## src/logic/spwc_pkg.sv

```systemverilog
// Constants, types and helpers shared by the sleep power and wake control block.
package spwc_pkg;

  // ----------------------------------------------------------------------
  // Register indices; the APB byte address is four times the index.
  // ----------------------------------------------------------------------
  localparam logic [7:0] IDX_GATE_LO = 8'h0C; // Peripheral clock gates, low byte.
  localparam logic [7:0] IDX_GATE_HI = 8'h0D; // Peripheral clock gates, high byte.
  localparam logic [7:0] IDX_WAKE    = 8'h0E; // Wake event configuration.
  localparam logic [7:0] IDX_PWR     = 8'h0F; // Peripheral sleep power control.
  localparam logic [7:0] IDX_PLAN    = 8'h20; // Sleep power plan.
  localparam logic [7:0] IDX_AUX     = 8'h22; // Auxiliary supply adjust.
  localparam logic [7:0] IDX_BAT     = 8'h24; // Battery detect control.
  localparam logic [7:0] IDX_SIG     = 8'h28; // Unlock signature, reads status.

  // ----------------------------------------------------------------------
  // Values after reset.
  // ----------------------------------------------------------------------
  localparam logic [7:0]  RST_WAKE    = 8'h20;   // Battery wake enabled.
  localparam logic [15:0] RST_PLAN    = 16'h11DF;
  localparam logic [15:0] RST_AUX     = 16'h0022; // Trim 010, kept bits 100.
  localparam logic [3:0]  AUX_RO_BITS = 4'h0;    // Read-only trim readback.

  // ----------------------------------------------------------------------
  // Field positions.
  // ----------------------------------------------------------------------
  localparam int WK_PIN_MODE = 7;
  localparam int WK_LATCH    = 6;
  localparam int WK_BAT      = 5;
  localparam int WK_PIN      = 4;
  localparam int WK_RTC      = 3;
  localparam int WK_ANY_EDGE = 2;
  localparam int WK_HSUSB    = 1;
  localparam int WK_FSUSB    = 0;
  localparam int PL_ARM      = 15;
  localparam int PL_BIAS     = 10;
  localparam int PL_DCDC     = 9;
  localparam int AX_DCDC     = 7;
  localparam int BT_LOW_IE   = 3;
  localparam int BT_VLOW_IE  = 2;
  localparam int BT_MON      = 1;
  localparam int BT_VTHX     = 0;

  // ----------------------------------------------------------------------
  // Settling counts after wake, in system clock cycles.
  // ----------------------------------------------------------------------
  localparam logic [11:0] DLY_NONE  = 12'h008; // 8 cycles.
  localparam logic [11:0] DLY_ULTRA = 12'h046; // 70 cycles.
  localparam logic [11:0] DLY_SHORT = 12'h208; // 520 cycles.
  localparam logic [11:0] DLY_LONG  = 12'hE06; // 3590 cycles.

  // ----------------------------------------------------------------------
  // Unlock sequence.
  // ----------------------------------------------------------------------
  localparam logic [7:0] SIG_FIRST   = 8'h57;
  localparam logic [7:0] SIG_SECOND  = 8'hA8;
  localparam logic [7:0] SAFE_WINDOW = 8'h20; // Cycles the unlock stays open.

  typedef enum logic [2:0] {
    ST_RUN    = 3'b001,
    ST_SLEEP  = 3'b010,
    ST_SETTLE = 3'b100
  } spwc_state_t;

  // Settling count chosen by the two-bit delay selector.
  function automatic logic [11:0] wake_delay(input logic [1:0] sel);
    case (sel)
      2'b11:   wake_delay = DLY_NONE;
      2'b10:   wake_delay = DLY_ULTRA;
      2'b01:   wake_delay = DLY_SHORT;
      default: wake_delay = DLY_LONG;
    endcase
  endfunction

  // True for every index that holds a register.
  function automatic logic reg_mapped(input logic [7:0] idx);
    reg_mapped = (idx == IDX_GATE_LO) || (idx == IDX_GATE_HI) || (idx == IDX_WAKE) ||
                 (idx == IDX_PWR) || (idx == IDX_PLAN) || (idx == IDX_AUX) ||
                 (idx == IDX_BAT) || (idx == IDX_SIG);
  endfunction

endpackage

```

## src/logic/spwc_unlock_if.sv

```systemverilog
// Carrier between the register front end and the unlock sequencer.
`timescale 1ns/1ps
interface spwc_unlock_if;
  logic       sig_wr;   // One-cycle pulse: signature register written.
  logic [7:0] sig_data; // Byte written to the signature register.
  logic       unlocked; // Protected fields may be written.
  logic [7:0] timer;    // Cycles left in the open window.
  modport ctl  (output sig_wr, output sig_data, input unlocked, input timer);
  modport lock (input sig_wr, input sig_data, output unlocked, output timer);
endinterface

```

## src/logic/spwc_unlock.sv

```systemverilog
// Unlock sequencer that opens a short window for protected writes.
`timescale 1ns/1ps
module spwc_unlock (
  input  wire logic       clk_i,
  input  wire logic       rst_i,
  spwc_unlock_if.lock     lk
);

  // ----------------------------------------------------------------------
  // State.
  // ----------------------------------------------------------------------
  typedef struct packed {
    logic       armed; // First signature byte seen.
    logic       open;  // Window open.
    logic [7:0] timer; // Remaining window cycles.
  } spwc_lock_st_t;

  spwc_lock_st_t s_q;
  spwc_lock_st_t s_d;

  // Any signature write other than the expected next byte relocks, so a
  // runaway write cannot leave the window open.
  always_comb begin
    s_d = s_q;
    if (lk.sig_wr) begin
      if (lk.sig_data == spwc_pkg::SIG_FIRST) begin
        s_d.armed = 1'b1;
        s_d.open  = 1'b0;
      end else if (s_q.armed && lk.sig_data == spwc_pkg::SIG_SECOND) begin
        s_d.armed = 1'b0;
        s_d.open  = 1'b1;
        s_d.timer = spwc_pkg::SAFE_WINDOW;
      end else begin
        s_d.armed = 1'b0;
        s_d.open  = 1'b0;
        s_d.timer = 8'h00;
      end
    end else if (s_q.open) begin
      s_d.timer = s_q.timer - 8'h01;
      s_d.open  = (s_q.timer != 8'h01);
    end
  end

  // Registers the state.
  always_ff @(posedge clk_i or posedge rst_i) begin
    if (rst_i) begin
      s_q <= '0;
    end else begin
      s_q <= s_d;
    end
  end

  assign lk.unlocked = s_q.open;
  assign lk.timer    = s_q.timer;

endmodule

```

## src/logic/spwc_top.sv

```systemverilog
// Sleep power and wake control block with its APB register front end.
//
// The placing of the registers and the APB register port were decided locally.
`timescale 1ns/1ps
module spwc_top (
  input  wire logic        REF_CLK_I,          // System clock, 40 MHz.
  input  wire logic        SYS_RST_I,          // Asynchronous reset, active high.
  input  wire logic        PSEL_I,             // APB select.
  input  wire logic        PENABLE_I,          // APB access phase.
  input  wire logic        PWRITE_I,           // APB direction.
  input  wire logic [11:0] PADDR_I,            // APB byte address.
  input  wire logic [31:0] PWDATA_I,           // APB write data.
  output logic      [31:0] PRDATA_O,           // APB read data.
  output logic             PREADY_O,           // APB ready.
  output logic             PSLVERR_O,          // APB error, unmapped address.
  input  wire logic        LP_ENTRY_I,         // Pulse: core enters sleep.
  input  wire logic        LP_WFE_I,           // Entry was by wait-for-event.
  input  wire logic        PIN_EDGE_EVT_I,     // Pin event on configured edge.
  input  wire logic        PIN_ANY_EDGE_I,     // Pin event on either edge.
  input  wire logic        RTC_EVT_I,          // Real-time clock event.
  input  wire logic        HSUSB_EVT_I,        // High-speed USB event.
  input  wire logic        FSUSB_EVT_I,        // Full-speed USB event.
  input  wire logic        BAT_WAKE_EVT_I,     // Battery low-voltage wake event.
  input  wire logic        BAT_LOW_I,          // Battery below low threshold.
  input  wire logic        BAT_VLOW_I,         // Battery below very-low threshold.
  output logic      [15:0] PERIPH_CLK_OFF_O,   // Peripheral clock stops.
  output logic      [2:0]  SRAM_CLK_OFF_O,     // PHY, main SRAM, small SRAM stops.
  output logic      [1:0]  RETAIN_LEVEL_O,     // Retention supply level.
  output logic             DCDC_BIAS_EN_O,     // Converter bias.
  output logic             DCDC_EN_O,          // Main converter.
  output logic             DIRECT_SUPPLY_EN_O, // Direct supply path.
  output logic      [6:0]  SUPPLY_KEEP_O,      // Domain supplies kept.
  output logic             AUX_DCDC_EN_O,      // Auxiliary converter.
  output logic      [2:0]  ULP_TRIM_O,         // Regulator trim code.
  output logic             BAT_MON_EN_O,       // Battery monitor enable.
  output logic             BAT_THR_MSB_O,      // Monitor threshold top bit.
  output logic             BAT_HP_DET_EN_O,    // Precision detection enable.
  output logic             BAT_LOW_IRQ_O,      // Low-voltage interrupt request.
  output logic             BAT_VLOW_IRQ_O,     // Very-low interrupt request.
  output logic             SLEEPING_O,         // Core held in sleep or settling.
  output logic             WAKE_DONE_O         // Pulse: settling finished.
);

  // ----------------------------------------------------------------------
  // State.
  // ----------------------------------------------------------------------
  typedef struct packed {
    logic [7:0]           gate_lo;  // Serial port and timer clock stops.
    logic [7:0]           gate_hi;  // Radio, display, USB, bus clock stops.
    logic [7:0]           wake;     // Wake configuration.
    logic [7:0]           pwr;      // Sleep power control.
    logic [15:0]          plan;     // Power plan.
    logic [15:0]          aux;      // Auxiliary supply adjust.
    logic [7:0]           bat;      // Battery detect control.
    spwc_pkg::spwc_state_t st;      // Sleep sequence state.
    logic                 wfe;      // Sleep was entered by wait-for-event.
    logic [4:0]           pend;     // Pending wake sources.
    logic [11:0]          dly;      // Settling countdown.
    logic                 done;     // Wake finished pulse.
    logic [6:0]           supply;   // Applied domain supplies.
    logic [1:0]           retain;   // Applied retention level.
    logic                 direct;   // Direct supply path on.
    logic                 irq_low;  // Gated low interrupt.
    logic                 irq_vlow; // Gated very-low interrupt.
    logic                 hp_det;   // Precision detection on.
    logic                 thr_msb;  // Threshold top bit in use.
    logic                 sleeping; // Not running.
    logic [31:0]          prdata;   // Read data.
    logic                 pready;   // Ready.
    logic                 pslverr;  // Error.
  } spwc_st_t;

  spwc_st_t s_q;
  spwc_st_t s_d;

  // ----------------------------------------------------------------------
  // Bus decode.
  // ----------------------------------------------------------------------
  logic [7:0] idx;     // Register index.
  logic       mapped;  // Address hits a register.
  logic       wr_en;   // Write completes this edge.
  logic       prot_wr; // Write allowed to change protected fields.
  logic [4:0] ev_now;  // Enabled wake events this cycle.
  logic       pin_evt; // Pin event under the selected edge mode.

  spwc_unlock_if u_if ();

  assign idx     = PADDR_I[9:2];
  assign mapped  = (PADDR_I[1:0] == 2'b00) && (PADDR_I[11:10] == 2'b00) &&
                   spwc_pkg::reg_mapped(idx);
  assign wr_en   = PSEL_I & PENABLE_I & s_q.pready & PWRITE_I & mapped;
  assign prot_wr = wr_en & u_if.unlocked;

  assign u_if.sig_wr   = wr_en && (idx == spwc_pkg::IDX_SIG);
  assign u_if.sig_data = PWDATA_I[7:0];

  spwc_unlock u_lock (
    .clk_i (REF_CLK_I),
    .rst_i (SYS_RST_I),
    .lk    (u_if.lock)
  );

  // ----------------------------------------------------------------------
  // Wake sources.
  // ----------------------------------------------------------------------
  // Either-edge detection only works when the core waits for an event, so
  // the any-edge input is ignored after an interrupt-style entry.
  assign pin_evt = s_q.wake[spwc_pkg::WK_ANY_EDGE] ? (PIN_ANY_EDGE_I & s_q.wfe)
                                                   : PIN_EDGE_EVT_I;
  assign ev_now = {BAT_WAKE_EVT_I & s_q.wake[spwc_pkg::WK_BAT],
                   pin_evt & s_q.wake[spwc_pkg::WK_PIN] &
                   s_q.wake[spwc_pkg::WK_PIN_MODE],
                   RTC_EVT_I & s_q.wake[spwc_pkg::WK_RTC],
                   HSUSB_EVT_I & s_q.wake[spwc_pkg::WK_HSUSB],
                   FSUSB_EVT_I & s_q.wake[spwc_pkg::WK_FSUSB]};

  // ----------------------------------------------------------------------
  // Next state.
  // ----------------------------------------------------------------------
  always_comb begin
    s_d        = s_q;
    s_d.done   = 1'b0;
    s_d.pready = PSEL_I & ~PENABLE_I;
    // Read data and error are prepared in the setup cycle so the access
    // phase answers from flip-flops with no extra wait.
    if (PSEL_I && !PENABLE_I) begin
      s_d.pslverr = ~mapped;
      s_d.prdata  = 32'h0000_0000;
      if (mapped) begin
        case (idx)
          spwc_pkg::IDX_GATE_LO: s_d.prdata = {24'h00_0000, s_q.gate_lo};
          spwc_pkg::IDX_GATE_HI: s_d.prdata = {24'h00_0000, s_q.gate_hi};
          spwc_pkg::IDX_WAKE:    s_d.prdata = {24'h00_0000, s_q.wake};
          spwc_pkg::IDX_PWR:     s_d.prdata = {24'h00_0000, s_q.pwr};
          spwc_pkg::IDX_PLAN:    s_d.prdata = {16'h0000, s_q.plan};
          spwc_pkg::IDX_AUX:     s_d.prdata = {16'h0000, s_q.aux};
          spwc_pkg::IDX_BAT:     s_d.prdata = {24'h00_0000, s_q.bat};
          default:               s_d.prdata = {16'h0000, u_if.timer, 4'h0,
                                               s_q.st, u_if.unlocked};
        endcase
      end
    end

    // Sleep sequence.
    unique case (s_q.st)
      spwc_pkg::ST_RUN: begin
        s_d.pend = 5'h00;
        if (LP_ENTRY_I) begin
          s_d.st     = spwc_pkg::ST_SLEEP;
          s_d.wfe    = LP_WFE_I;
          s_d.retain = s_q.pwr[7:6];
          if (s_q.plan[spwc_pkg::PL_ARM]) begin
            s_d.supply = {s_q.plan[8:7], s_q.plan[4:0]};
            s_d.plan[spwc_pkg::PL_ARM] = 1'b0;
          end
        end
      end
      spwc_pkg::ST_SLEEP: begin
        // Without latching pend follows the enabled sources each cycle; with
        // latching it accumulates. Either way a single-cycle pulse starts the wake.
        s_d.pend = s_q.wake[spwc_pkg::WK_LATCH] ? (s_q.pend | ev_now) : ev_now;
        if (|s_d.pend) begin
          s_d.st  = spwc_pkg::ST_SETTLE;
          s_d.dly = spwc_pkg::wake_delay(s_q.pwr[1:0]) - 12'h001;
        end
      end
      spwc_pkg::ST_SETTLE: begin
        if (s_q.dly == 12'h000) begin
          s_d.st     = spwc_pkg::ST_RUN;
          s_d.done   = 1'b1;
          s_d.supply = 7'h7F;
          s_d.retain = 2'b00;
          s_d.pend   = 5'h00;
        end else begin
          s_d.dly = s_q.dly - 12'h001;
        end
      end
    endcase

    // Register writes; a software arm in the same cycle as the hardware
    // clear above wins, so the plan is kept for the next entry.
    if (prot_wr) begin
      case (idx)
        spwc_pkg::IDX_GATE_LO: s_d.gate_lo = PWDATA_I[7:0];
        spwc_pkg::IDX_GATE_HI: s_d.gate_hi = PWDATA_I[7:0];
        spwc_pkg::IDX_WAKE:    s_d.wake    = PWDATA_I[7:0];
        spwc_pkg::IDX_PWR:     s_d.pwr     = {PWDATA_I[7:4], 1'b0, PWDATA_I[2:0]};
        spwc_pkg::IDX_PLAN:    s_d.plan    = {PWDATA_I[15:6], 1'b0, PWDATA_I[4:0]};
        spwc_pkg::IDX_AUX:     s_d.aux     = {4'h0, spwc_pkg::AUX_RO_BITS, PWDATA_I[7],
                                              1'b0, PWDATA_I[5:0]};
        spwc_pkg::IDX_BAT:     s_d.bat     = {4'h0, PWDATA_I[3:0]};
        default:               s_d.bat     = s_q.bat;
      endcase
    end

    // Derived outputs, held in flip-flops.
    s_d.direct   = ~s_d.plan[spwc_pkg::PL_DCDC];
    s_d.irq_low  = BAT_LOW_I & s_d.bat[spwc_pkg::BT_LOW_IE];
    s_d.irq_vlow = BAT_VLOW_I & s_d.bat[spwc_pkg::BT_VLOW_IE];
    s_d.thr_msb  = s_d.bat[spwc_pkg::BT_MON] & s_d.bat[spwc_pkg::BT_VTHX];
    s_d.hp_det   = ~s_d.bat[spwc_pkg::BT_MON] & s_d.bat[spwc_pkg::BT_VTHX];
    s_d.sleeping = (s_d.st != spwc_pkg::ST_RUN);
  end

  // ----------------------------------------------------------------------
  // State register.
  // ----------------------------------------------------------------------
  always_ff @(posedge REF_CLK_I or posedge SYS_RST_I) begin
    if (SYS_RST_I) begin
      s_q        <= '0;
      s_q.wake   <= spwc_pkg::RST_WAKE;
      s_q.plan   <= spwc_pkg::RST_PLAN;
      s_q.aux    <= spwc_pkg::RST_AUX;
      s_q.st     <= spwc_pkg::ST_RUN;
      s_q.supply <= 7'h7F;
      s_q.direct <= 1'b1;
    end else begin
      s_q <= s_d;
    end
  end

  // ----------------------------------------------------------------------
  // Outputs, all straight from the state register.
  // ----------------------------------------------------------------------
  assign PRDATA_O           = s_q.prdata;
  assign PREADY_O           = s_q.pready;
  assign PSLVERR_O          = s_q.pslverr;
  assign PERIPH_CLK_OFF_O   = {s_q.gate_hi, s_q.gate_lo};
  assign SRAM_CLK_OFF_O     = {s_q.pwr[2], s_q.pwr[4], s_q.pwr[5]};
  assign RETAIN_LEVEL_O     = s_q.retain;
  assign DCDC_BIAS_EN_O     = s_q.plan[spwc_pkg::PL_BIAS];
  assign DCDC_EN_O          = s_q.plan[spwc_pkg::PL_DCDC];
  assign DIRECT_SUPPLY_EN_O = s_q.direct;
  assign SUPPLY_KEEP_O      = s_q.supply;
  assign AUX_DCDC_EN_O      = s_q.aux[spwc_pkg::AX_DCDC];
  assign ULP_TRIM_O         = s_q.aux[2:0];
  assign BAT_MON_EN_O       = s_q.bat[spwc_pkg::BT_MON];
  assign BAT_THR_MSB_O      = s_q.thr_msb;
  assign BAT_HP_DET_EN_O    = s_q.hp_det;
  assign BAT_LOW_IRQ_O      = s_q.irq_low;
  assign BAT_VLOW_IRQ_O     = s_q.irq_vlow;
  assign SLEEPING_O         = s_q.sleeping;
  assign WAKE_DONE_O        = s_q.done;
endmodule

```

## config.mk

```make
export PLATFORM = sky130hd
export DESIGN_NAME = spwc_top
export DESIGN_NICKNAME = d
export VERILOG_FILES = /design/src/logic/spwc_pkg.sv /design/src/logic/spwc_unlock_if.sv /design/src/logic/spwc_unlock.sv /design/src/logic/spwc_top.sv
export SDC_FILE = /design/constraint.sdc
export NUM_CORES = 1
export LEC_CHECK = 0
export BUFFER_PORTS_ARGS = -buffer_cell sky130_fd_sc_hd__buf_2
export CAP_MARGIN = 40
export CORE_MARGIN = 3
export CORE_UTILIZATION = 50
export CTS_CLUSTER_SIZE = 10
export DETAILED_ROUTE_END_ITERATION = 12
export PLACE_DENSITY = 0.74
export SLEW_MARGIN = 10
export SYNTH_ARGS = -nofsm -noshare
export SYNTH_HDL_FRONTEND = slang
export SYNTH_SLANG_ARGS = --single-unit
export TNS_END_PERCENT = 20
```

## constraint.sdc

```tcl
create_clock -name REF_CLK_I -period 4.2 [get_ports REF_CLK_I]
set_clock_uncertainty 0.1 [all_clocks]
set_input_delay 0.21 -clock REF_CLK_I [delete_from_list [all_inputs] [get_ports REF_CLK_I]]
set_output_delay 0.21 -clock REF_CLK_I [all_outputs]
set_load 0.02 [all_outputs]
```

=== Word-level counts from Yosys, hierarchy flattened ===
Index checks and enable logic that the tools add are counted.

* Flip-flop bits (word level): 138
* Input port bits: 59
* Output and inout bits: 76
* Logic and storage cells: 139

* Add/subtract/negate cells: 3
* Equal/unequal tests: 24
* Multiplexer cells: 32
* Bitwise logic cells: 22
* Reduce and logical (&&, ||, !) cells: 31

{| class="wikitable"
|+ Operators with widths
! cell !! number
|-
| 16-bit one-hot mux with 7 select lines || 1
|-
| 12-bit two-way mux || 4
|-
| 40-bit two-way mux || 1
|-
| 9-bit two-way mux || 4
|-
| 12-bit one-hot mux with 3 select lines || 1
|-
| 8-bit by 4-bit equality test with 1-bit output, second input constant || 4
|-
| 8-bit by 6-bit equality test with 1-bit output, second input constant || 4
|-
| 16-bit two-way mux || 2
|-
| 12-bit one-hot mux with 2 select lines || 1
|-
| 12-bit by 1-bit subtractor with 12-bit output, second input constant || 2
|-
| 9-bit one-hot mux with 2 select lines || 1
|-
| 1-bit bitwise AND || 17
|-
| 8-bit two-way mux || 2
|-
| 2-bit AND reduction || 8
|-
| 5-bit one-hot mux with 3 select lines || 1
|-
| 12-bit zero test || 1
|-
| 2-bit inequality test, second input constant || 6
|-
| 10-bit two-way mux || 1
|-
| 5-bit two-way mux || 2
|-
| 3-bit one-hot mux with 3 select lines || 1
|-
| 8-bit by 7-bit equality test with 1-bit output, second input constant || 1
|-
| 8-bit equality test, second input constant || 1
|-
| 4-bit two-way mux || 2
|-
| 8-bit by 1-bit inequality test with 1-bit output, second input constant || 1
|-
| other kinds (21) || 43
|}

=== Depth between registers and ports, before layout ===
Gate-level depths: netlist of the first run.

* Word-level depth: 14
* Mapped depth: 11
* Mapped depth without buffers: 9

=== Hierarchy ===
A second synthesis of the first run with hierarchy kept.

* Cell total of the unflattened synthesis: 571
* Area, all modules: 6,412.4 sq um

{| class="wikitable"
|+ By module, submodules not included
! module !! times used !! cells each !! area each (sq um) !! seq. area each (sq um)
|-
| spwc_top || 1 || 510 || 5,796.8 || 2,829.0
|-
| spwc_unlock || 1 || 61 || 615.6 || 250.2
|}

=== Least setup slack after synthesis of the first run ===
OpenSTA, ideal clock, no wires.

* Kind: reg2reg
* Start point: reg s_q[70] (netlist name)
* End point: reg s_q[60] (netlist name)
* Setup time: 0.079 ns
* Arrival: 3.285 ns
* Data required time: 4.021 ns
* Slack: 0.736 ns
* Stages on the path, launching flop included: 12
* Path buffers: 2
* Clock period less this slack: 3.464 ns
* Path through: dfrtp_1 > clkbuf_1 > nor3b_1 > clkbuf_1 > nor2_1 > a21oi_1 > ha_1 > or3b_2 > or4b_2 > nor4_1 > a211oi_1 > o2bb2ai_1

* Word-level cells in the longest chain between the ends: 3
* Elaborated cells on any way between the ends: 7
* Classes of those cells: eq/ne: 4; mux: 1; reduce/logical: 2

{| class="wikitable"
|+ RTL lines
! what !! RTL line !! RTL
|-
| from (decl) || spwc_top.sv:73 || <nowiki>spwc_st_t s_q;</nowiki>
|-
| 3-bit equality test / 3-bit by 2-bit equality test with 1-bit output (equally long branches) || spwc_top.sv:145 || <nowiki>unique case (s_q.st)</nowiki>
|-
| 2-bit inequality test (no source line) / 2-bit nonzero test (equally long branches) || - ||
|-
| 3-bit AND reduction (no source line) || - ||
|}

Parallel ways exist; a longest one is shown, timed or not.
A chain may end at the register's enable or synchronous reset.

=== Worst setup path in the final report of the first run ===
Same ends and word-level chain as after synthesis.

==> key figures, run 1 <==
Status
  – Outcome: complete, no violations

Floorplan
  – Die area: 0.0141 sq mm
  – Starting Density: 52.0%
  – Die Wd: 119 um
  – Row Count: 40
  – Ports: 135
  – Die height: 119 um
  – Core region area: 0.0122 sq mm

Synthesis
  – Number of synthesized flops with an enable pin: 0
  – Synthesized area: 0.00635 sq mm
  – Synth cell types: 67
  – Seq/Total Area, Yosys: 48.5%
  – Synth Flop Type: dfrtp_1
  – Syn_area_per_cell: 11.0 sq um
  – Synth warn: 0
  – Syn Inst Count: 579
  – #FFs+latches synth: 122
  – Asr flop ratio synth: 100%

Final layout
  – Ant diodes: 0
  – Layout area overhead: 15.0%
  – Share of cells above drive strength 1: 36.2%
  – Fin nets: 706
  – Utilization after layout: 59.8%

Clock network
  – Clock Tree Root: clkbuf_16
  – CTS buffer count: 17
  – CTS tree: built
  – Clk sinks: 122
  – Post-CTS Setup Repair Bufs: 0
  – Clock Tree Buf Depth: 2
  – CTS H-tree depth: 4
  – Worst skew pair latency: 0.41 ns
  – Clk pin slew, worst setup/hold paths: 0.06 ns

Routing
  – Routed WL: 15600 um
  – Drc violations: 0
  – DRT antenna net count: 0
  – Pre-antenna DRT Iters: 6
  – Vias per cell: 5.83
  – Via count: 4806
  – Wire length per cell: 18.9 um
  – First DRT Iteration DRCs: 447

Worst setup path
  – R2r startpoint: s_q[70]$_DFF_PP0_
  – WS Path Type: reg -> reg
  – Crit path required time: 4.42 ns
  – Arr. time, crit path: 3.62 ns
  – Element type at the critical path start: flip-flop
  – Register-to-Register Path Depth: 10
  – Worst setup EP type: flip-flop
  – R2r endpoint: s_q[60]$_DFFE_PP0P_
  – Reg2Reg Setup Slack: 0.80 ns
  – CP max FO: 16

Hold path
  – Hold Path Origin: BAT_WAKE_EVT_I
  – WHS Path Cells: 3
  – WHS Endpoint: s_q[66]$_DFFE_PP0P_
  – Worst Hold Class: in -> reg

Placement
  – Routability Congestion: 0.851
  – DP HPWL: 11000 um
  – Port Buffers: 102

Pwr
  – Leak Pwr: 3.54 nW
  – Sequential share of power: 43.6%
  – Peak supply drop: 0.000283 V
  – Switch share: 22.0%
  – Combinational share of power: 4.4%
  – PwrDens: 374 mW/mm^2
  – Internal power: 0.00213 W
  – Clock share of power: 52.1%
  – Switch Pwr: 0.000601 W

Global route
  – GR Util All Layers: 22.8%
  – First-pass GRT wire length: 25400 um
  – Initial antenna violation count: 0
  – Largest net degree at the start of global routing: 47
  – Vias in the first global route: 4883
  – Gr ovfl total: 0

Timing
  – Worst slew pin tran: 0.763 ns
  – Rel. slew slack: 48.9%
  – Setup tns final: 0 ns
  – Fin. Hold Viols: 0
  – Max Slew Vio Count: 0
  – Final setup viols: 0
  – Upper clock frequency limit: 294 MHz
  – Part of the cycle the worst path needs: 81.0%
  – RSZ-0062 raised after global routing: no
  – Tmin final: 3.40 ns

Flow run
  – Max-cap violations: 0
power groups by stage:
stage	clock network, W	registers [W]	logic, W
floorplan	0	0.00121	0.0000767
finish	0.00142	0.00119	0.000119
detailed placement	0	0.00121	0.000110
global placement	0	0.00121	0.000107
CTS	0.00144	0.00119	0.000120
global route	0.00150	0.00119	0.000131
what timing repair did:
action | CTS | global route
hold buffers | 13 | 0
endpoints found under the hold margin | 47 | 0
endpoints found under the setup margin | 0 | 0
gates resized for setup | 0 | 0
metal layers:
layer	GRT usage (%)	routed length, um	up-vias
li1	-	-	2175
met1	30.0	6680	2435
met2	36.4	7690	181
met3	6.65	982	15
met4	7.53	207	0
met5	0	0	-
logic make-up after synthesis:
logic type	synth area share [%]
other	0.0591
AO/OA/AOI/OAI	13.8
flip-flops	48.5
AND/OR/NAND/NOR	12.8
adder cells (fa/ha/maj)	0.592
multiplexers	13.8
buffers and inverters	10.3
final cells by class:
cell class | instances | area [sq um]
multi-input combinational | 365 | 2670
clock inverter | 9 | 86.3
timing repair buffer | 119 | 671
tap | 168 | 210
inverter | 19 | 73.8
clock buffer | 23 | 508
sequential | 122 | 3080
fill | 1033 | 4910
worst max path at each step:
| stage | from | end | slack (ns) |
|---|---|---|---|
| 5_1_grt | s_q[70]$_DFF_PP0_ | s_q[60]$_DFFE_PP0P_ | 0.63 |
| 3_3_place_gp | s_q[70]$_DFF_PP0_ | s_q[60]$_DFFE_PP0P_ | 1.0 |
| 6_report | s_q[70]$_DFF_PP0_ | s_q[60]$_DFFE_PP0P_ | 0.80 |
| 4_1_cts | s_q[70]$_DFF_PP0_ | s_q[60]$_DFFE_PP0P_ | 0.83 |
| 3_5_place_dp | s_q[70]$_DFF_PP0_ | s_q[60]$_DFFE_PP0P_ | 0.86 |
| 2_1_floorplan | SYS_RST_I | AUX_DCDC_EN_O$_DFFE_PP0P_ | 0.68 |
registers in the layout, indices dropped and copies added (netlist names), 2 cells and up, named ones only:
signal / cells
PERIPH_CLK_OFF_O: 16
ULP_TRIM_O: 3
u_lock.lk.timer: 8
SRAM_CLK_OFF_O: 3
s_q: 51
PRDATA_O: 16
SUPPLY_KEEP_O: 7
RETAIN_LEVEL_O: 2
critical path: stages, from the launching register on:
cell and delay [ns]:
dfrtp_1 0.52, nor3b_1 0.23, buf_4 0.24, nor2_1 0.08
a21oi_1 0.16, ha_1 0.29, or3b_2 0.51, or4b_2 0.69
nor4_1 0.20, a211oi_1 0.11, o2bb2ai_1 0.17
cell usage after synthesis, types with 3 or more instances:
cell type / n / share of area (%)
o22ai_1: 4 / 0.39
and2_1: 4 / 0.39
o21ai_0: 32 / 2.5
mux4_2: 7 / 2.5
dfstp_2: 21 / 8.7
buf_4: 63 / 7.5
o31ai_1: 4 / 0.47
nand2b_1: 4 / 0.39
ha_1: 3 / 0.59
a221oi_1: 3 / 0.41
or3_1: 8 / 0.79
nand4_1: 5 / 0.49
mux2_2: 56 / 9.9
nor4_1: 5 / 0.49
nand2_1: 37 / 2.2
dfrtp_1: 101 / 40
a211oi_1: 3 / 0.35
a21o_1: 6 / 0.71
inv_1: 19 / 1.1
a31oi_1: 4 / 0.39
nor3_1: 13 / 1.0
mux2i_1: 6 / 0.95
a221o_1: 4 / 0.63
a211o_1: 4 / 0.55
a22o_1: 8 / 1.1
a22oi_1: 14 / 1.7
a21oi_1: 19 / 1.5
nor2_1: 31 / 1.8
nor2b_1: 4 / 0.39
and3_1: 3 / 0.30
clkbuf_1: 22 / 1.3
nand3_1: 12 / 0.95
o2bb2ai_1: 4 / 0.55
cells in the final DEF, fill, tap and decap left out, drive strengths merged, types with 7 or more instances in the layout:
cell type    netlist  final
o21ai             33     33
mux4               7      7
dfrtp            101    101
nand3             12     12
dlygate4sd3        0     13
mux2              58     58
a22oi             14     14
nor2              31     31
nand2             37     37
buf               66    106
a21oi             19     19
conb               1     16
nor3              16     16
or3                8      8
a22o               8      8
clkbuf            22     23
dfstp             21     21
inv               19     20
metrics by stage:
step | hold slack [ns] | cells | instance area, sq um | setup WS (ns) | power (W)
2_1_floorplan | 0.165 | 594 | 6400 | 0.682 | 0.00128
5_1_grt | 0.0497 | 825 | 7300 | 0.632 | 0.00282
4_1_cts | 0.0182 | 825 | 7300 | 0.825 | 0.00275
3_5_place_dp | 0.207 | 780 | 6570 | 0.862 | 0.00132
6_report | 0.0376 | 825 | 7300 | 0.798 | 0.00273
3_3_place_gp | 0.193 | 779 | 6570 | 0.997 | 0.00131
(Power assumes the default switching activity.)
==> run 2, diff against run 1 <==
PLACE_DENSITY = 0.77   (was 0.74)
clock period = 2.73 ns   (was 4.2 ns; I/O delays follow)
==> run 2 against run 1 <==
  * Non-clock buffer count up 37
  * Global-route usage up 1.1 points
  * Register-to-register slack worse by 0.73 ns
  * Combinational power up 71%
  * Setup slack worse by 0.73 ns
  * Sequential power up 54%
  * First-iteration DRC count up 23%
  * Routed wire length up 6.0%
  * Worst hold slack worse by 0.014 ns
==> key figures, run 2 (synthesis results as in run 1) <==
Final layout
  – Max reg flops: 51
  – Layout area overhead: 21.0%
  – Top reg by flops: s_q
  – Fin nets: 743
  – Share of cells above drive strength 1: 39.2%
  – Most frequent cells in the layout: 102 x buf_2, 101 x dfrtp_1, 56 x mux2_2, 37 x nand2_1, 32 x o21ai_0
  – Most common cell after layout, fill and taps aside: buf_2
  – Sequential cell area: 0.00308 sq mm
  – Non-Filler Instances: 862
  – Multi-input logic area: 0.00271 sq mm
  – Fill count: 962
  – Ant diodes: 0

Worst setup path
  – CP max FO: 4
  – Worst setup EP type: flip-flop
  – Register-to-Register Path Depth: 9
  – Arr. time, crit path: 2.91 ns
  – Reg2Reg Setup Slack: 0.06 ns
  – Crit path required time: 2.97 ns
  – Cell Chain, Critical Path: nor3b_2 > buf_4 > a21oi_2 > ha_2 > or3b_4 > or4b_4 > nor4_4 > a211oi_2 > o2bb2ai_1
  – CP max-delay cell: or4b_4
  – R2r endpoint: s_q[60]$_DFFE_PP0P_
  – Max incr delay on CP: 0.59 ns
  – WS Path Type: reg -> reg
  – R2r startpoint: s_q[68]$_DFF_PP1_
  – Element type at the critical path start: flip-flop

Floorplan
  – Ports: 135
  – Die area: 0.0141 sq mm
  – Core region area: 0.0122 sq mm
  – Row Count: 40
  – Die Wd: 119 um
  – Die height: 119 um
  – Starting Density: 52.0%

Hold path
  – Worst Hold Class: in -> reg
  – WHS Path Cells: 2
  – Hold Path Origin: PWDATA_I[2]
  – WHS Endpoint: PERIPH_CLK_OFF_O[2]$_DFFE_PP0P_

Routing
  – Drc violations: 0
  – DRT antenna net count: 0
  – Routed WL: 16500 um
  – First DRT Iteration DRCs: 548
  – Vias per cell: 5.84
  – Via count: 5035
  – Pre-antenna DRT Iters: 6
  – Wire length per cell: 19.1 um

Flow run
  – Max-cap violations: 0

Clock network
  – Clk sinks: 122
  – CTS H-tree depth: 4
  – Worst skew pair latency: 0.42 ns
  – CTS tree: built
  – Clock Tree Buf Depth: 2
  – Clock Tree Root: clkbuf_16
  – Clk pin slew, worst setup/hold paths: 0.06 ns
  – CTS buffer count: 17

Timing
  – Worst slew pin tran: 0.656 ns
  – RSZ-0062 raised after global routing: yes
  – Max Slew Vio Count: 0
  – Upper clock frequency limit: 375 MHz
  – Tmin final: 2.67 ns
  – Part of the cycle the worst path needs: 97.7%
  – Final setup viols: 0
  – Setup tns final: 0 ns
  – Fin. Hold Viols: 0
  – Final WS setup: 0.0635 ns
  – Rel. slew slack: 56.0%

Global route
  – GR Util All Layers: 24.0%
  – First-pass GRT wire length: 26600 um
  – Largest net degree at the start of global routing: 115
  – Vias in the first global route: 5079
  – Gr ovfl total: 0
  – Initial antenna violation count: 0

Pwr
  – Leak Pwr: 3.73 nW
  – Design Power: 0.00439 W
  – PwrDens: 571 mW/mm^2
  – Peak supply drop: 0.000573 V

Placement
  – Routability Congestion: 0.922
  – Port Buffers: 102
  – DP HPWL: 11400 um
  – Setup WS pre-CTS: -0.0825 ns
  – Placed Cells: 805

Status
  – Outcome: complete, no violations
-- run 2: changes by cell type in the layout (fill, tap and decap cells not counted), sizes merged --
cell,delta
bufinv,+2
clkinvlp,+2
clkinv,-3
clkbuf,-5
buf,+28
dlygate4sd3,+9
inv,+4
-- run 2: layer usage --
layer / up-vias / track usage, % / part of all wire (%)
met5: - / 0 / 0
met4: 0 / 10.8 / 3.3
met1: 2531 / 31.4 / 42
met2: 208 / 37.5 / 48
li1: 2259 / - / -
met3: 37 / 6.27 / 6.6
-- run 2: power breakdown --
group	switching, W	internal, W	total (W)
clock	0.000877	0.00148	0.00235
combinational	0.000132	0.0000711	0.000203
sequential	0.0000105	0.00182	0.00183
total	0.00102	0.00337	0.00439
-- run 2: how the worst max path moves through the flow --
| stage | start | to | slack (ns) | depth (start not counted) |
|---|---|---|---|---|
| after floorplan | s_q[70]$_DFF_PP0_ | s_q[60]$_DFFE_PP0P_ | -0.58 | 11 |
| after global placement | s_q[68]$_DFF_PP1_ | s_q[60]$_DFFE_PP0P_ | -0.03 | 9 |
| after detailed placement | s_q[68]$_DFF_PP1_ | s_q[60]$_DFFE_PP0P_ | -0.08 | 9 |
| after CTS | s_q[68]$_DFF_PP1_ | s_q[60]$_DFFE_PP0P_ | 0.0004 | 10 |
| after global routing | s_q[68]$_DFF_PP1_ | s_q[60]$_DFFE_PP0P_ | -0.05 | 9 |
| final | s_q[68]$_DFF_PP1_ | s_q[60]$_DFFE_PP0P_ | 0.06 | 9 |
-- run 2: metrics by stage --
step           instance area [sq um]  util, %  hold slack [ns]
2_1_floorplan                   6410        -           0.0919
3_3_place_gp                    6780     55.5          -0.0282
3_5_place_dp                    6780     55.5          -0.0236
4_1_cts                         7630     62.5          0.00518
5_1_grt                         7680     62.9           0.0178
6_report                        7680     62.9           0.0234
-- run 2: what timing repair did --
item | CTS | global route
setup endpoints to repair | 2 | 3
gates cloned | 0 | 0
buffers inserted | 0 | 3
gates resized for setup | 2 | 6
hold endpoints to repair | 154 | 0
hold buffers | 22 | 0
pin swaps | 0 | 7
-- run 2: layout make-up --
type,count,share of cell area (%)
Clock buffer,18,5.72
Tap cell,168,2.74
Inverter,19,0.977
Sequential cell,122,40.1
Multi-Input combinational cell,365,35.3
Clock inverter,14,2.38
Timing Repair Buffer,156,12.8
-- run 2: critical path, delay by kind of cell (launching register included) --
kind	cells	cell delay [ns]
and+or+nand+nor	4	1.27
DFF	1	0.54
AOI/OAI and AO/OA	3	0.35
adders and majority gates	1	0.18
buffers and inverters	1	0.15
==> run 3, diff against run 2 <==
SYNTH_HIERARCHICAL = 1   (was unset)
==> run 3 against run 2 <==
  * Sequential share of layout area is 0.90 points higher
  * Utilization is 1.6 points lower
  * Non-clock buffer count decreased by 15
  * Flip-flop and latch count unchanged
  * Critical path depth is the same
==> key figures, run 3 <==
Status
  – Outcome: complete, no violations

Flow run
  – Max-cap violations: 0

Timing
  – Worst slew pin tran: 0.678 ns
  – Hold WS: 0.0189 ns
  – Fin. Hold Viols: 0
  – Part of the cycle the worst path needs: 87.1%
  – Tmin final: 2.38 ns
  – RSZ-0062 raised after global routing: no
  – Max Slew Vio Count: 0
  – Final setup viols: 0
  – Upper clock frequency limit: 421 MHz
  – Final WS setup: 0.353 ns
  – Rel. slew slack: 54.5%
  – Setup tns final: 0 ns

Clock network
  – Clock Tree Root: clkbuf_16
  – CTS tree: built
  – Clk sinks: 122
  – CTS H-tree depth: 4
  – Post-CTS Setup Repair Bufs: 0
  – CTS-repair resized insts: 0
  – Worst skew pair latency: 0.41 ns
  – Clk pin slew, worst setup/hold paths: 0.05 ns
  – CTS buffer count: 17
  – Clock Tree Buf Depth: 2

Hold path
  – WHS Path Cells: 2
  – Hold Path Origin: PWDATA_I[3]
  – Worst Hold Class: in -> reg
  – WHS Endpoint: s_q[98]$_DFFE_PP1P_

Routing
  – Routed WL: 16000 um
  – Pre-antenna DRT Iters: 5
  – Wire length per cell: 19.1 um
  – Vias per cell: 5.65
  – Drc violations: 0
  – DRT antenna net count: 0
  – Via count: 4723
  – First DRT Iteration DRCs: 423

Placement
  – Area post-placement: 0.00672 sq mm
  – DP HPWL: 11300 um
  – Routability Congestion: 0.916
  – Setup WS pre-CTS: 0.375 ns
  – Port Buffers: 102

Synthesis
  – Synth Flop Type: dfrtp_1
  – Dominant cells by area after synthesis: dfrtp_1 39%, mux2_2 10%, dfstp_2 8.6%, buf_4 8.4%, o21ai_0 2.8%
  – #FFs+latches synth: 122
  – Synth top cells by count: 101 x dfrtp_1, 72 x buf_4, 58 x mux2_2
  – Syn Inst Count: 571
  – Area leader, netlist: dfrtp_1
  – Synth cell types: 79
  – Synthesized area: 0.00641 sq mm
  – Syn_area_per_cell: 11.2 sq um
  – Asr flop ratio synth: 100%
  – Area share of the largest cell type after synthesis: 39.4%
  – Most common cell in the synthesized netlist: dfrtp_1
  – Synth warn: 6
  – Number of synthesized flops with an enable pin: 0
  – Seq/Total Area, Yosys: 48.0%

Final layout
  – Most frequent cells in the layout: 102 x buf_2, 101 x dfrtp_1, 58 x mux2_2, 41 x nand2_1, 36 x o21ai_0
  – Final instance area: 0.00751 sq mm
  – Layout area overhead: 17.2%
  – Top reg by flops: s_q
  – Share of cells above drive strength 1: 38.3%
  – Ant diodes: 0
  – Fill count: 993
  – Sequential cell area: 0.00308 sq mm
  – Fin nets: 717
  – Max reg flops: 51
  – Most common cell after layout, fill and taps aside: buf_2
  – Multi-input logic area: 0.00270 sq mm

Worst setup path
  – Arr. time, crit path: 2.56 ns
  – WS Path Type: reg -> reg
  – Worst setup EP type: flip-flop
  – Register-to-Register Path Depth: 9
  – Reg2Reg Setup Slack: 0.35 ns
  – CP max FO: 16
  – Crit path required time: 2.91 ns
  – Element type at the critical path start: flip-flop
  – R2r startpoint: s_q[68]$_DFF_PP1_
  – R2r endpoint: s_q[60]$_DFFE_PP0P_

Global route
  – Largest net degree at the start of global routing: 53
  – First-pass GRT wire length: 25800 um
  – GR Util All Layers: 23.1%
  – Vias in the first global route: 4853
  – Gr ovfl total: 0
  – Initial antenna violation count: 0

Floorplan
  – Starting Density: 52.3%
  – Row Count: 40
  – Ports: 135
  – Die area: 0.0142 sq mm
  – Die Wd: 119 um
  – Die height: 119 um
  – Core region area: 0.0123 sq mm

Pwr
  – Leak Pwr: 3.53 nW
  – Peak supply drop: 0.000436 V
  – PwrDens: 568 mW/mm^2
run 3: cell types whose count changed after synthesis, moves of 5 or more:
cell      previous run  this run
nor2_1              31        16
clkbuf_1            22        12
buf_4               63        72
nor3_1              13         5
o22a_1               0         7
a21oi_1             19        14
run 3: power by group:
part	total, W	switching, W	internal [W]
clock network	0.00225	0.000777	0.00148
registers	0.00182	0.00000261	0.00182
logic	0.000196	0.000129	0.0000675
run 3: final cells by class:
type	count	share of cell area, %
Clock buffer	24	6.28
Sequential cell	122	41.0
Tap cell	168	2.80
Multi-Input combinational cell	357	36.0
Inverter	16	0.849
Timing Repair Buffer	141	11.5
Clock inverter	8	1.57
run 3: cells by family (layout without fill, tap and decap cells):
| family | Yosys count | in the layout | share of synthesized area, % |
|---|---|---|---|
| and+or+nand+nor | 144 | 144 | 14.0 |
| AOI/OAI and AO/OA | 123 | 123 | 13.2 |
| DFF | 122 | 122 | 48.0 |
| buffers and inverters | 107 | 189 | 10.7 |
| muxes | 70 | 70 | 13.3 |
| adders and majority gates | 4 | 4 | 0.742 |
| other | 1 | 16 | 0.0585 |
run 3: worst max path at each step:
stage	startpoint	slack, ns	cells after the start	endpoint
6_report	s_q[68]$_DFF_PP1_	0.35	9	s_q[60]$_DFFE_PP0P_
5_1_grt	s_q[68]$_DFF_PP1_	0.16	9	s_q[60]$_DFFE_PP0P_
4_1_cts	s_q[68]$_DFF_PP1_	0.39	9	s_q[60]$_DFFE_PP0P_
3_5_place_dp	PADDR_I[2]	0.38	9	u_lock/lk.timer[7]$_DFFE_PP0P_
3_3_place_gp	PADDR_I[2]	0.40	9	u_lock/lk.timer[7]$_DFFE_PP0P_
2_1_floorplan	PREADY_O$_DFF_PP0_	0.34	6	u_lock/lk.timer[4]$_DFFE_PP0P_
run 3: critical path: stages (launching register included):
cell	delay [ns]
dfstp_2	0.60
nand2b_1	0.16
or2_2	0.32
nand2_1	0.09
o21ai_0	0.08
ha_1	0.24
nand2_1	0.12
o31a_1	0.26
a21oi_1	0.14
o221ai_1	0.12
run 3: metal layers:
layer	global-route usage [%]	vias to the layer above	part of all wire (%)
li1	-	2169	-
met1	29.9	2344	42
met2	38.5	180	50
met3	4.80	30	6.1
met4	8.11	0	2.0
met5	0	-	0
run 3: repair_timing:
item / 4_1_cts / 5_1_grt
endpoints found under the setup margin: 0 / 0
hold buffers: 20 / 0
endpoints found under the hold margin: 73 / 0
run 3: metrics by stage:
| step | power [W] | cells | utilization (%) |
|---|---|---|---|
| global route | 0.00440 | 836 | 61.3 |
| finish | 0.00427 | 836 | 61.3 |
| global placement | 0.00202 | 784 | 54.8 |
| CTS | 0.00429 | 836 | 61.3 |
| detailed placement | 0.00202 | 784 | 54.8 |
| floorplan | 0.00196 | 586 | - |
